File: src/hdl/tomon_consts.svh
`ifndef TOMON_CONSTS_SVH
`define TOMON_CONSTS_SVH

// Register byte offsets
`define ADDR_W 12
`define OFS_STATUS 12'h754
`define OFS_REPORT 12'h758
`define OFS_COUNTS 12'h75c
`define OFS_TSCTL 12'h760
`define OFS_IRQ_EN 12'h764

// Geometry
`define NUM_QUEUES 4
`define CNT_W 8
`define SEV_W 2
`define EPOCH_W 8

// Reset values
`define RST_COUNT 8'h00
`define RST_STATUS 4'h0
`define RST_IRQ_EN 4'h0
`define RST_REPORT 8'h82
`define RST_INC 22'h00_0001
`define RST_TC 9'h1dd
`define RST_EPOCH 8'h00

// Time-stamp control fields
`define INC_LSB 0
`define INC_W 22
`define TC_LSB 22
`define TC_W 9
`define TSCTL_MASK 32'h7fff_ffff
`define TS_ACC_W 33
`define TS_CMP_LSB 24

// Core time-out in epochs
`define TIMEOUT_EPOCHS 8'h02

`endif

File: src/hdl/tomon_pkg.sv
`include "tomon_consts.svh"

package tomon_pkg;
    typedef logic [`CNT_W-1:0] count_t;
    typedef logic [`NUM_QUEUES-1:0] qmask_t;
    typedef logic [`EPOCH_W-1:0] epoch_t;
    typedef logic [`INC_W-1:0] inc_t;
    typedef logic [`TC_W-1:0] epoch_terminal_value_t;
    typedef logic [`TS_ACC_W-1:0] ts_acc_t;
    typedef enum logic [`SEV_W-1:0] {
        SEV_NONE,
        SEV_COR,
        SEV_NONFATAL,
        SEV_FATAL
    } sev_e;
endpackage

File: src/hdl/discard_if.sv
`include "tomon_consts.svh"

interface discard_if;
    import tomon_pkg::*;
    qmask_t hit;
    logic clear;
    logic [`CNT_W*`NUM_QUEUES-1:0] counts;
    modport ctrl (
        output hit,
        output clear,
        input counts
    );
    modport store (
        input hit,
        input clear,
        output counts
    );
endinterface

File: src/hdl/discard_counter.sv
`include "tomon_consts.svh"

module discard_counter (
    // Clock and reset
    input wire logic i_clk,
    input wire logic i_rst,
    // Discard events and counts
    discard_if.store link
);
    import tomon_pkg::*;

    genvar q;
    generate
        for (q = 0; q < `NUM_QUEUES; q++) begin : g_q
            count_t cnt_r;
            count_t cnt_nxt;
            count_t base;
            wire at_max;
            // A discard in the clearing cycle leaves one behind
            assign base = link.clear ? `RST_COUNT : cnt_r;
            assign at_max = &base;
            assign cnt_nxt = (link.hit[q] && !at_max) ? count_t'(base + 1'b1) : base;
            always_ff @(posedge i_clk or posedge i_rst) begin
                if (i_rst) begin
                    cnt_r <= `RST_COUNT;
                end else begin
                    cnt_r <= cnt_nxt;
                end
            end
            assign link.counts[q*`CNT_W +: `CNT_W] = cnt_r;
        end
    endgenerate
endmodule

File: src/hdl/switch_timeout_monitor.sv
// Operation
// - A posted-queue time-out discard adds one to count bits 7:0.
// - A non-posted-queue time-out discard adds one to count bits 15:8.
// - A completion-queue time-out discard adds one to count bits 23:16.
// - An insertion-queue time-out discard adds one to count bits 31:24.
// - Each discard counter stops at all ones and never wraps.
// - Reading the counts returns them and then zeroes them; reset value is zero.
// - Each cycle but the epoch-end one, which clears it to zero, the time-stamp accumulator grows by the 22-bit increment, reset 0x1.
// - A larger increment shortens the epoch, terminal count x 2**24 / increment cycles rounded up plus one, and the core time-out with it.
// - The 9-bit terminal count in bits 30:22 is compared with accumulator bits 32:24.
// - When those bits reach or pass the terminal count the time-stamp advances.
// - A queued packet is timed out once two epochs have passed since its stamp.
// - The terminal count resets to 0x1dd.
// - Each time-out discard sets its queue's status flag, cleared by writing one.
// - A flag rising from zero reports as none, correctable, nonfatal or fatal per 2-bit field.
`include "tomon_consts.svh"

module switch_timeout_monitor (
    // Clock and reset
    input wire logic I_CLOCK,
    input wire logic I_RST,
    // APB slave
    input wire logic I_PSEL,
    input wire logic I_PENABLE,
    input wire logic I_PWRITE,
    input wire logic [`ADDR_W-1:0] I_PADDR,
    input wire logic [31:0] I_PWDATA,
    input wire logic [3:0] I_PSTRB,
    output logic [31:0] O_PRDATA,
    output logic O_PREADY,
    output logic O_PSLVERR,
    // Queue discard logic
    input wire tomon_pkg::qmask_t I_DISCARD,
    input wire tomon_pkg::qmask_t I_HEAD_VALID,
    input wire logic [`EPOCH_W*`NUM_QUEUES-1:0] I_HEAD_STAMP,
    output tomon_pkg::qmask_t O_HEAD_EXPIRED,
    output tomon_pkg::epoch_t O_EPOCH,
    output logic O_EPOCH_TICK,
    // Error messages towards the root
    output logic O_ERR_COR,
    output logic O_ERR_NONFATAL,
    output logic O_ERR_FATAL,
    // Interrupt
    output logic O_IRQ
);
    import tomon_pkg::*;

    function automatic logic reg_hit(input logic [`ADDR_W-1:0] addr,
                                     input logic [`ADDR_W-1:0] ofs);
        reg_hit = (addr[`ADDR_W-1:2] == ofs[`ADDR_W-1:2]);
    endfunction

    function automatic logic [31:0] merge_strb(input logic [31:0] old,
                                               input logic [31:0] wdata,
                                               input logic [3:0] strb);
        logic [31:0] res;
        res = old;
        for (int b = 0; b < 4; b++) begin
            if (strb[b]) begin
                res[b*8 +: 8] = wdata[b*8 +: 8];
            end
        end
        merge_strb = res;
    endfunction

    // Register state
    logic pready_r;
    logic pslverr_r;
    logic [31:0] prdata_r;
    qmask_t status_r;
    qmask_t status_nxt;
    qmask_t irq_en_r;
    qmask_t irq_en_nxt;
    logic [`SEV_W*`NUM_QUEUES-1:0] report_r;
    logic [`SEV_W*`NUM_QUEUES-1:0] report_nxt;
    logic [31:0] tsctl_r;
    logic [31:0] tsctl_nxt;
    logic irq_r;

    // Time-stamp state
    ts_acc_t ts_acc_r;
    ts_acc_t ts_acc_nxt;
    epoch_t epoch_r;
    epoch_t epoch_nxt;
    logic epoch_tick_r;

    // Report and expiry state
    logic err_cor_r;
    logic err_nonfatal_r;
    logic err_fatal_r;
    qmask_t expired_r;
    qmask_t expired_nxt;

    discard_if dlink ();

    // Bus phase decode: one wait state, then completion
    wire acc_first;
    wire acc_done;
    wire wr_done;
    wire rd_first;
    assign acc_first = I_PSEL & I_PENABLE & ~pready_r;
    assign acc_done = I_PSEL & I_PENABLE & pready_r;
    assign wr_done = acc_done & I_PWRITE;
    assign rd_first = acc_first & ~I_PWRITE;

    // Address decode
    wire sel_status;
    wire sel_report;
    wire sel_counts;
    wire sel_tsctl;
    wire sel_irq_en;
    wire sel_any;
    assign sel_status = reg_hit(I_PADDR, `OFS_STATUS);
    assign sel_report = reg_hit(I_PADDR, `OFS_REPORT);
    assign sel_counts = reg_hit(I_PADDR, `OFS_COUNTS);
    assign sel_tsctl = reg_hit(I_PADDR, `OFS_TSCTL);
    assign sel_irq_en = reg_hit(I_PADDR, `OFS_IRQ_EN);
    assign sel_any = sel_status | sel_report | sel_counts | sel_tsctl | sel_irq_en;

    // Register words as software sees them; reserved bits read zero
    wire [31:0] rd_status;
    wire [31:0] rd_report;
    wire [31:0] rd_irq_en;
    assign rd_status = {{(32-`NUM_QUEUES){1'b0}}, status_r};
    assign rd_report = {{(32-`SEV_W*`NUM_QUEUES){1'b0}}, report_r};
    assign rd_irq_en = {{(32-`NUM_QUEUES){1'b0}}, irq_en_r};

    // Read selection; unmapped addresses read zero
    wire [31:0] rd_mux;
    assign rd_mux = sel_status ? rd_status :
                    sel_report ? rd_report :
                    sel_counts ? dlink.counts :
                    sel_tsctl ? tsctl_r :
                    sel_irq_en ? rd_irq_en :
                    32'h0000_0000;

    // Write data after byte strobes
    wire [31:0] wr_status;
    wire [31:0] wr_report;
    wire [31:0] wr_tsctl;
    wire [31:0] wr_irq_en;
    assign wr_status = merge_strb(32'h0000_0000, I_PWDATA, I_PSTRB);
    assign wr_report = merge_strb(rd_report, I_PWDATA, I_PSTRB);
    assign wr_tsctl = merge_strb(tsctl_r, I_PWDATA, I_PSTRB) & `TSCTL_MASK;
    assign wr_irq_en = merge_strb(rd_irq_en, I_PWDATA, I_PSTRB);

    // Status flags: a new discard wins over a write-one clear
    wire [`NUM_QUEUES-1:0] status_clr;
    assign status_clr = (wr_done && sel_status) ? wr_status[`NUM_QUEUES-1:0] :
                        {`NUM_QUEUES{1'b0}};
    assign status_nxt = (status_r & ~status_clr) | I_DISCARD;

    assign report_nxt = (wr_done && sel_report) ? wr_report[`SEV_W*`NUM_QUEUES-1:0] :
                        report_r;
    assign tsctl_nxt = (wr_done && sel_tsctl) ? wr_tsctl : tsctl_r;
    assign irq_en_nxt = (wr_done && sel_irq_en) ? wr_irq_en[`NUM_QUEUES-1:0] : irq_en_r;

    // Discard counters, cleared when their read data is captured
    assign dlink.hit = I_DISCARD;
    assign dlink.clear = rd_first & sel_counts;

    discard_counter u_counter (
        .i_clk(I_CLOCK),
        .i_rst(I_RST),
        .link(dlink.store)
    );

    // Time-stamp generator
    wire inc_t ts_inc;
    wire epoch_terminal_value_t ts_tc;
    wire epoch_end;
    assign ts_inc = tsctl_r[`INC_LSB +: `INC_W];
    assign ts_tc = tsctl_r[`TC_LSB +: `TC_W];
    assign epoch_end = (ts_acc_r[`TS_CMP_LSB +: `TC_W] >= ts_tc);
    // Larger increment reaches the terminal count sooner
    assign ts_acc_nxt = epoch_end ? ts_acc_t'(0) :
                        ts_acc_t'(ts_acc_r + ts_acc_t'(ts_inc));
    assign epoch_nxt = epoch_end ? epoch_t'(epoch_r + 1'b1) : epoch_r;

    // Head-of-queue age check against the current time-stamp
    genvar q;
    generate
        for (q = 0; q < `NUM_QUEUES; q++) begin : g_age
            wire epoch_t age;
            assign age = epoch_t'(epoch_r - I_HEAD_STAMP[q*`EPOCH_W +: `EPOCH_W]);
            assign expired_nxt[q] = I_HEAD_VALID[q] & (age >= `TIMEOUT_EPOCHS);
        end
    endgenerate

    // Error reporting on a flag's rising edge
    wire qmask_t flag_rise;
    qmask_t want_cor;
    qmask_t want_nonfatal;
    qmask_t want_fatal;
    assign flag_rise = I_DISCARD & ~status_r;
    generate
        for (q = 0; q < `NUM_QUEUES; q++) begin : g_sev
            wire sev_e sev;
            assign sev = sev_e'(report_r[q*`SEV_W +: `SEV_W]);
            assign want_cor[q] = flag_rise[q] & (sev == SEV_COR);
            assign want_nonfatal[q] = flag_rise[q] & (sev == SEV_NONFATAL);
            assign want_fatal[q] = flag_rise[q] & (sev == SEV_FATAL);
        end
    endgenerate

    // Bus handshake registers
    always_ff @(posedge I_CLOCK or posedge I_RST) begin
        if (I_RST) begin
            pready_r <= 1'b0;
            pslverr_r <= 1'b0;
        end else begin
            pready_r <= acc_first;
            pslverr_r <= acc_first & ~sel_any;
        end
    end

    // Read data capture; holds between reads
    always_ff @(posedge I_CLOCK or posedge I_RST) begin
        if (I_RST) begin
            prdata_r <= 32'h0000_0000;
        end else if (rd_first) begin
            prdata_r <= rd_mux;
        end
    end

    // Status flags and interrupt; sticky through all but the main reset
    always_ff @(posedge I_CLOCK or posedge I_RST) begin
        if (I_RST) begin
            status_r <= `RST_STATUS;
            irq_r <= 1'b0;
        end else begin
            status_r <= status_nxt;
            irq_r <= |(status_nxt & irq_en_nxt);
        end
    end

    // Reporting control and interrupt enables
    always_ff @(posedge I_CLOCK or posedge I_RST) begin
        if (I_RST) begin
            report_r <= `RST_REPORT;
            irq_en_r <= `RST_IRQ_EN;
        end else begin
            report_r <= report_nxt;
            irq_en_r <= irq_en_nxt;
        end
    end

    // Time-stamp control
    always_ff @(posedge I_CLOCK or posedge I_RST) begin
        if (I_RST) begin
            tsctl_r <= {1'b0, `RST_TC, `RST_INC};
        end else begin
            tsctl_r <= tsctl_nxt;
        end
    end

    // Time-stamp accumulator
    always_ff @(posedge I_CLOCK or posedge I_RST) begin
        if (I_RST) begin
            ts_acc_r <= ts_acc_t'(0);
        end else begin
            ts_acc_r <= ts_acc_nxt;
        end
    end

    // Epoch count and its tick
    always_ff @(posedge I_CLOCK or posedge I_RST) begin
        if (I_RST) begin
            epoch_r <= `RST_EPOCH;
            epoch_tick_r <= 1'b0;
        end else begin
            epoch_r <= epoch_nxt;
            epoch_tick_r <= epoch_end;
        end
    end

    // Message pulses
    always_ff @(posedge I_CLOCK or posedge I_RST) begin
        if (I_RST) begin
            err_cor_r <= 1'b0;
            err_nonfatal_r <= 1'b0;
            err_fatal_r <= 1'b0;
        end else begin
            err_cor_r <= |want_cor;
            err_nonfatal_r <= |want_nonfatal;
            err_fatal_r <= |want_fatal;
        end
    end

    // Head expiry flags
    always_ff @(posedge I_CLOCK or posedge I_RST) begin
        if (I_RST) begin
            expired_r <= {`NUM_QUEUES{1'b0}};
        end else begin
            expired_r <= expired_nxt;
        end
    end

    // Outputs
    assign O_PRDATA = prdata_r;
    assign O_PREADY = pready_r;
    assign O_PSLVERR = pslverr_r;
    assign O_HEAD_EXPIRED = expired_r;
    assign O_EPOCH = epoch_r;
    assign O_EPOCH_TICK = epoch_tick_r;
    assign O_ERR_COR = err_cor_r;
    assign O_ERR_NONFATAL = err_nonfatal_r;
    assign O_ERR_FATAL = err_fatal_r;
    assign O_IRQ = irq_r;
endmodule

File: config.mk
export PLATFORM = sky130hd
export DESIGN_NAME = switch_timeout_monitor
export DESIGN_NICKNAME = d
export VERILOG_FILES = /design/src/hdl/tomon_pkg.sv /design/src/hdl/discard_if.sv /design/src/hdl/discard_counter.sv /design/src/hdl/switch_timeout_monitor.sv
export VERILOG_INCLUDE_DIRS = /design/src /design/src/hdl
export SDC_FILE = /design/constraint.sdc
export NUM_CORES = 1
export LEC_CHECK = 0
export BUFFER_PORTS_ARGS = -buffer_cell sky130_fd_sc_hd__buf_2
export CORE_UTILIZATION = 52
export CTS_BUF_LIST = sky130_fd_sc_hd__clkbuf_16
export DETAILED_ROUTE_END_ITERATION = 10
export GPL_ROUTABILITY_DRIVEN = 0
export GPL_TIMING_DRIVEN = 0
export PLACE_DENSITY = 0.88
export SLEW_MARGIN = 10
export SYNTH_ARGS = -nofsm -noshare
export SYNTH_HDL_FRONTEND = slang
export SYNTH_SLANG_ARGS = --single-unit
File: constraint.sdc
create_clock -name I_CLOCK -period 5.2 [get_ports I_CLOCK]
set_clock_uncertainty 0.15 [all_clocks]
set_input_delay 0.52 -clock I_CLOCK [delete_from_list [all_inputs] [get_ports I_CLOCK]]
set_output_delay 0.52 -clock I_CLOCK [all_outputs]
set_load 0.05 [all_outputs]
==> results of run 1 <==
## sequential cells by signal, indices dropped and copies added (netlist names)
register,count
O_EPOCH,8
O_PRDATA,32
status_r,4
tsctl_r,31
ts_acc_r,33
u_counter.g_q.cnt_r,32
irq_en_r,4
O_ERR_FATAL,1
O_ERR_NONFATAL,1
O_PREADY,1
O_PSLVERR,1
O_EPOCH_TICK,1
O_HEAD_EXPIRED,4
report_r,8
O_ERR_COR,1
O_IRQ,1
## layout by cell type (no fill, tap or decap), types with 9 or more instances in the layout
| cell type | n |
|---|---|
| inv_1 | 63 |
| nand2_1 | 118 |
| mux2_2 | 45 |
| a21oi_1 | 51 |
| nor2_1 | 54 |
| buf_2 | 144 |
| and2_1 | 12 |
| o21ai_0 | 67 |
| nor3_1 | 11 |
| xnor2_1 | 24 |
| o31ai_1 | 9 |
| o211ai_1 | 10 |
| xor2_1 | 15 |
| a21o_1 | 20 |
| dfstp_2 | 10 |
| nand4_1 | 17 |
| nor2b_1 | 10 |
| ha_1 | 68 |
| a31oi_1 | 14 |
| o21a_1 | 10 |
| clkbuf_16 | 17 |
| nand3_1 | 21 |
| mux2i_1 | 30 |
| dfrtp_1 | 153 |
| clkbuf_1 | 19 |
## power groups by stage
| stage | sequential (uW) | combinational (uW) | clock, uW |
|---|---|---|---|
| 3_5_place_dp | 1640 | 988 | 0 |
| 2_1_floorplan | 1670 | 667 | 0 |
| 4_1_cts | 1610 | 1000 | 1310 |
| 3_3_place_gp | 1620 | 932 | 0 |
| 5_1_grt | 1640 | 1120 | 1380 |
| 6_report | 1620 | 1010 | 1310 |
## kinds of logic after synthesis
kind of cell               count (synthesis)  share of synthesized area
xor gates and xnor gates                  39                     0.0352
and+or+nand+nor                          305                      0.157
DFF                                      163                      0.422
AOI/OAI and AO/OA                        246                      0.168
buffers and inverters                     91                     0.0369
adders and majority gates                 73                     0.0980
muxes                                     75                     0.0832
## stage by stage
step,hold WS [ns],area [um2],utilization
CTS,0.0238,11300,0.625
finish,-0.00708,11300,0.625
global route,0.0251,11300,0.625
detailed placement,0.317,10700,0.591
floorplan,0.313,9700,-
global placement,0.307,10700,0.589
## metal layers
| metal | GRT usage | vias up | routed length (um) |
|---|---|---|---|
| li1 | - | 3925 | - |
| met1 | 0.348 | 4126 | 10400 |
| met2 | 0.450 | 410 | 12300 |
| met3 | 0.0594 | 86 | 1930 |
| met4 | 0.127 | 0 | 798 |
| met5 | 0 | - | 0 |
## worst register-to-register path: stages, from the launching register on
cell and delay [ns]:
dfrtp_1 0.39, nand4bb_1 0.14, clkbuf_1 0.27, or4_1 0.16, clkbuf_1 0.35, clkbuf_1 0.46
and2_1 0.25, ha_1 0.24, nand4_1 0.10, o21ai_0 0.43, mux2_2 0.40
## final cells by class
type	count	area (um2)	share of cell area
multi-input combinational	738	5250	0.463
clock buffer	17	425	0.0375
tap	229	287	0.0253
timing repair buffer	141	728	0.0642
sequential	163	4090	0.361
clock inverter	15	194	0.0171
inverter	65	251	0.0222
buffer	26	114	0.0100
## how the worst max path moves through the flow
stage,start,end,slack [ns],depth (start not counted)
floorplan,I_RST,O_EPOCH[0],0.14,1
global placement,I_RST,O_EPOCH_TICK,-1.73,2
detailed placement,I_PSEL,u_counter.g_q[0].cnt_r[1],1.67,11
CTS,O_PREADY,u_counter.g_q[0].cnt_r[1],1.80,10
global route,tsctl_r[28],ts_acc_r[12],1.58,10
finish,O_PREADY,u_counter.g_q[0].cnt_r[1],1.75,10
==> results.py, run 1 <==
metrics = {
    "clock_tree": {
        "cts_root_buf": "clkbuf_16",
        "cts_buffers": 17,
        "clk_pin_slew_ns": 0.08,
        "tritoncts": "yes",
        "clock_latency_ns": 0.44,
        "clk_path_buf_depth": 2,
        "cts_hold_buffers": 0,
        "cts.sinks": 163,
        "cts_resized": 0,
        "cts_setup_buffers": 0,
        "cts_max_level": 4,
    },
    "global_route": {
        "first_global_vias": 8530,
        "grt_use_total": 0.274,
        "grt_pass1_wl_um": 41700,
        "antenna_found_initial": 0,
        "grt_max_degree": 86,
        "grt_overflow_total": 0,
    },
    "die": {
        "io_pins": 144,
        "initial_core_util": 0.534,
        "core_region_area_mm2": 0.0181,
        "dieHeight_um": 139,
        "die_x_um": 139,
        "rows": 49,
        "dieArea_mm2": 0.0192,
    },
    "yosys": {
        "ys_async_sr_fraction": 1.00,
        "syn_area_mm2": 0.00970,
        "synth_top_area_cell": "dfrtp_1",
        "synthDistinctLibCells": 69,
        "synth.most_common_cell": "dfrtp_1",
        "synth_cells": 992,
        "synth.ff_latch_count": 163,
        "yosys_warnings": 0,
        "synth_area_per_cell_um2": 9.78,
        "synth_edf_count": 0,
        "synth.area.top_cells": "dfrtp_1, ha_1, mux2_2, nand2_1, o21ai_0",
        "yosys-top-cells-count": "dfrtp_1, nand2_1, ha_1, o21ai_0, inv_1",
        "ys_seq_area_frac": 0.422,
        "synth_flop_cell": "dfrtp_1",
        "synth_nets": 1158,
        "synth.top_cell.area_share": 0.395,
    },
    "setup_path": {
        "criticalPathCategory": "flop to flop",
        "crit_required_ns": 5.37,
        "slowest_delay_ns": 0.46,
        "worst-path-buf-inv": 3,
        "critPathSlowestCell": "clkbuf_1",
        "worstPathCellList": "nand4bb_1, clkbuf_1, or4_1, clkbuf_1, clkbuf_1, and2_1, ha_1, nand4_1, o21ai_0, mux2_2",
        "rrSetupSlack_ns": 1.75,
        "start_kind": "flop",
        "end_kind": "flop",
        "r2r_end": "u_counter.g_q[0].cnt_r[1]",
        "crit_path_frequent_cell": "clkbuf_1",
        "crit_family": "buffers and inverters",
        "crit_fanout": 10,
        "crit_arrival_ns": 3.62,
        "ff2ff_path_depth": 10,
        "r2r-start": "O_PREADY",
    },
    "route": {
        "wirelength_um": 25400,
        "post_drt_wl_per_cell_um": 18.2,
        "drc": 8,
        "drt_iter0_markers": 889,
        "antenna_left": 0,
        "drtPass1Iterations": 11,
        "viasPerCell": 6.13,
        "num_vias": 8547,
    },
    "finish": {
        "final_nets": 1318,
        "diodes": 0,
        "areaGrowthSynthToFinish_pct": 16.9,
        "layout-drive-gt1-share": 0.215,
        "final_cells": 1394,
        "fillerInstances": 1428,
    },
    "timing": {
        "fin_crit_sh": 0.664,
        "fmax_mhz": 290,
        "max_slew.worst_pin.slew_ns": 1.14,
        "maxSlewHeadroom": 0.232,
        "whs_ns": -0.00708,
        "rsz0062_at_grt": "no",
        "fin_crit_ns": 3.45,
        "final_hold_viol_count": 7,
        "report.final.slew_viol_count": 0,
        "totalNegativeSetupSlack_ns": 0,
        "timing.final.ws_setup_ns": 1.75,
        "finalSetupViolations": 0,
    },
    "power": {
        "switchingPower_uw": 1420,
        "comb_power_share": 0.256,
        "pwr-share-seq": 0.412,
        "p_clk_frac": 0.332,
        "powerDensity_mw_per_mm2": 348,
        "power.total_uw": 3940,
        "max-vdd-ir-drop_uv": 275,
        "switching_share": 0.359,
        "cellLeakagePower_uw": 0.00528,
        "internal-power_uw": 2520,
    },
    "place": {
        "port_buffers": 140,
        "dp_hpwl_um": 18200,
        "pre_cts_slack_ns": 1.67,
        "dpl.cell_count": 1362,
    },
    "status": {
        "violations": "DRC, hold timing",
        "outcome": "complete, but fails checks",
    },
    "run": {
        "cap_violations": 0,
    },
    "min_path": {
        "min_path_type": "input pin to async pin",
    },
}
No activity file was read; power rests on OpenSTA's default activity.
==> run 2: changes to the inputs <==
--- a/config.mk
+++ b/config.mk
@@ -6,13 +6,14 @@
 export SDC_FILE = /design/constraint.sdc
 export NUM_CORES = 1
 export LEC_CHECK = 0
+export ABC_AREA = 1
 export BUFFER_PORTS_ARGS = -buffer_cell sky130_fd_sc_hd__buf_2
-export CORE_UTILIZATION = 52
+export CORE_UTILIZATION = 59
 export CTS_BUF_LIST = sky130_fd_sc_hd__clkbuf_16
 export DETAILED_ROUTE_END_ITERATION = 10
 export GPL_ROUTABILITY_DRIVEN = 0
 export GPL_TIMING_DRIVEN = 0
-export PLACE_DENSITY = 0.88
+export PLACE_DENSITY = 0.93
 export SLEW_MARGIN = 10
 export SYNTH_ARGS = -nofsm -noshare
 export SYNTH_HDL_FRONTEND = slang
==> constraint.sdc (replaced) <==
create_clock -name I_CLOCK -period 3.25 [get_ports I_CLOCK]
set_clock_uncertainty 0.15 [all_clocks]
set_input_delay 0.325 -clock I_CLOCK [delete_from_list [all_inputs] [get_ports I_CLOCK]]
set_output_delay 0.325 -clock I_CLOCK [all_outputs]
set_load 0.05 [all_outputs]
==> results.py, run 2 <==
metrics = {
    "status": {
        "outcome": "finished, final reports clean",
    },
    "finish": {
        "postLayoutCellArea_mm2": 0.0125,
        "diodes": 0,
        "layout-drive-gt1-share": 0.156,
        "top_register": "ts_acc_r",
        "layout_common_cells": "nand2_1, inv_1, dfrtp_1",
        "final_nets": 1767,
        "largest_reg_flops": 33,
        "areaGrowthSynthToFinish_pct": 18.5,
        "final_common_cell": "nand2_1",
        "fillerInstances": 1159,
    },
    "timing": {
        "fin_crit_sh": 0.902,
        "fin_crit_ns": 2.93,
        "report.final.slew_viol_count": 0,
        "max_slew.worst_pin.slew_ns": 0.877,
        "rsz0062_at_grt": "no",
        "final_hold_viol_count": 0,
        "maxSlewHeadroom": 0.410,
        "fmax_mhz": 341,
        "timing.final.ws_setup_ns": 0.317,
        "finalSetupViolations": 0,
    },
    "die": {
        "dieArea_mm2": 0.0184,
        "dieHeight_um": 136,
        "io_pins": 144,
        "die_x_um": 136,
        "initial_core_util": 0.608,
        "rows": 48,
        "core_region_area_mm2": 0.0174,
    },
    "power": {
        "cellLeakagePower_uw": 0.00664,
        "p_clk_frac": 0.395,
        "switching_share": 0.312,
        "comb_power_share": 0.172,
        "max-vdd-ir-drop_uv": 393,
        "pwr-share-seq": 0.433,
        "internal-power_uw": 3710,
        "switchingPower_uw": 1680,
        "powerDensity_mw_per_mm2": 431,
    },
    "global_route": {
        "grt_overflow_total": 0,
        "grtUsageMet1": 0.421,
        "antenna_found_initial": 0,
        "grt_max_degree": 40,
        "top_usage_layer": "met2",
        "grt_use_met3": 0.0887,
        "grt_use_total": 0.368,
        "grt_pass1_wl_um": 52100,
        "first_global_vias": 10800,
        "use_met2": 0.598,
    },
    "run": {
        "cap_violations": 0,
    },
    "setup_path": {
        "rrSetupSlack_ns": 0.32,
        "r2r_end": "u_counter.g_q[2].cnt_r[1]",
        "r2r-start": "O_PREADY",
        "ff2ff_path_depth": 14,
        "start_kind": "flop",
        "crit_arrival_ns": 3.16,
        "crit_fanout": 10,
        "end_kind": "flop",
        "crit_required_ns": 3.47,
        "cp-startpoint": "O_PREADY",
        "criticalPathCategory": "flop to flop",
    },
    "yosys": {
        "syn_area_mm2": 0.0106,
        "ys_async_sr_fraction": 1.00,
        "synthDistinctLibCells": 42,
        "synth_nets": 1576,
        "synth.ff_latch_count": 163,
        "synth_top_area_cell": "dfrtp_1",
        "synth_cells": 1410,
        "yosys_warnings": 0,
        "yosys-top-cells-count": "nand2_1, inv_1, dfrtp_1, nor2_1, o21ai_0",
        "synth_flop_cell": "dfrtp_1",
        "synth.top_cell.area_share": 0.363,
        "ys_seq_area_frac": 0.388,
        "synth_area_per_cell_um2": 7.49,
        "synth_edf_count": 0,
        "synth.area.top_cells": "dfrtp_1, nand2_1, ha_1, inv_1, nor2_1",
        "synth.most_common_cell": "nand2_1",
    },
    "place": {
        "dpl_cell_area_mm2": 0.0116,
        "dp_hpwl_um": 22200,
        "port_buffers": 140,
        "pre_cts_slack_ns": 0.444,
    },
    "clock_tree": {
        "cts_max_level": 4,
        "clock_latency_ns": 0.45,
        "cts_root_buf": "clkbuf_16",
        "cts_setup_buffers": 0,
        "clk_pin_slew_ns": 0.07,
        "cts.sinks": 163,
        "cts_buffers": 17,
        "tritoncts": "yes",
        "clk_path_buf_depth": 2,
        "cts_resized": 0,
    },
    "route": {
        "drc": 0,
        "wirelength_um": 32700,
        "num_vias": 11000,
        "drt_iter0_markers": 1318,
        "viasPerCell": 6.01,
        "post_drt_wl_per_cell_um": 17.8,
        "antenna_left": 0,
        "drtPass1Iterations": 7,
    },
    "min_path": {
        "hold_depth": 2,
        "hold_end": "tsctl_r[14]",
        "min_path_type": "input pin to flop",
        "min_from": "I_PWDATA[14]",
    },
}
==> run 2: changes by cell type after synthesis, moves of 11 or more <==
cell,change
nand2_1,+287
inv_1,+130
nor2_1,+86
nand3_1,+50
mux2i_1,-30
mux2_2,-20
a21o_1,-17
a21oi_1,+14
and2_1,-12
nand2_2,+11
==> run 2: worst max path at each step <==
stage,slack (ns),cells after the start,to
2_1_floorplan,0.71,1,O_EPOCH[0]
3_3_place_gp,-0.30,2,O_PRDATA[30]
3_5_place_dp,0.44,17,u_counter.g_q[0].cnt_r[7]
4_1_cts,0.51,15,u_counter.g_q[0].cnt_r[2]
5_1_grt,0.23,14,u_counter.g_q[2].cnt_r[1]
6_report,0.32,14,u_counter.g_q[2].cnt_r[1]
==> run 2: final cells by class <==
cell class | count | area (um2) | area share
inverter | 201 | 758 | 0.0606
sequential | 163 | 4090 | 0.327
timing repair buffer | 172 | 1060 | 0.0848
clock inverter | 15 | 183 | 0.0146
buffer | 26 | 133 | 0.0106
clock buffer | 17 | 425 | 0.0340
multi-input combinational | 1020 | 5580 | 0.446
tap | 225 | 282 | 0.0225
==> run 2: cells by family after synthesis <==
| logic type | share of synthesized area |
|---|---|
| xor+xnor | 0.0365 |
| buf+inv | 0.0841 |
| flops | 0.388 |
| mux | 0.0295 |
| simple gates | 0.271 |
| fa+ha+maj | 0.0901 |
| compound gates | 0.101 |
==> run 2: power by group through the flow <==
stage | combinational [uW] | clock, uW | sequential (uW)
2_1_floorplan | 542 | 0 | 2360
3_3_place_gp | 765 | 0 | 2340
3_5_place_dp | 832 | 0 | 2340
4_1_cts | 877 | 2100 | 2310
5_1_grt | 1020 | 2190 | 2340
6_report | 929 | 2130 | 2330
==> run 2: timing repair <==
| action | in CTS | in global routing |
|---|---|---|
| setup endpoints to repair | 0 | 0 |
| hold buffers | 27 | 1 |
| hold endpoints to repair | 55 | 1 |
==> run 2: worst max-delay path, cell delays in order, from the launching register on <==
cell,delay (ns)
dfrtp_1,0.45
nor3_4,0.32
nand4_1,0.15
buf_2,0.25
inv_2,0.24
nor2_1,0.12
ha_1,0.24
nand2_1,0.09
nand3b_1,0.15
nor2_1,0.08
nand2_1,0.09
nand2_2,0.15
inv_2,0.18
nand2_1,0.10
nand2_1,0.11
==> run 2: through the flow <==
stage	instances	setup TNS, ns	hold slack (ns)	utilization	power (uW)
after floorplan	1410	0	0.287	-	2900
after global placement	1775	-44.25	0.310	0.665	3100
after detailed placement	1779	0	0.314	0.669	3170
after CTS	1838	0	0.000423	0.720	5280
after global routing	1839	0	0.00435	0.721	5550
final	1839	0	0.00656	0.721	5390
==> run 2: routing by layer <==
metal,up-vias,part of all wire
li1,4926,-
met5,-,0
met4,0,0.073
met2,835,0.47
met3,225,0.11
met1,5059,0.35
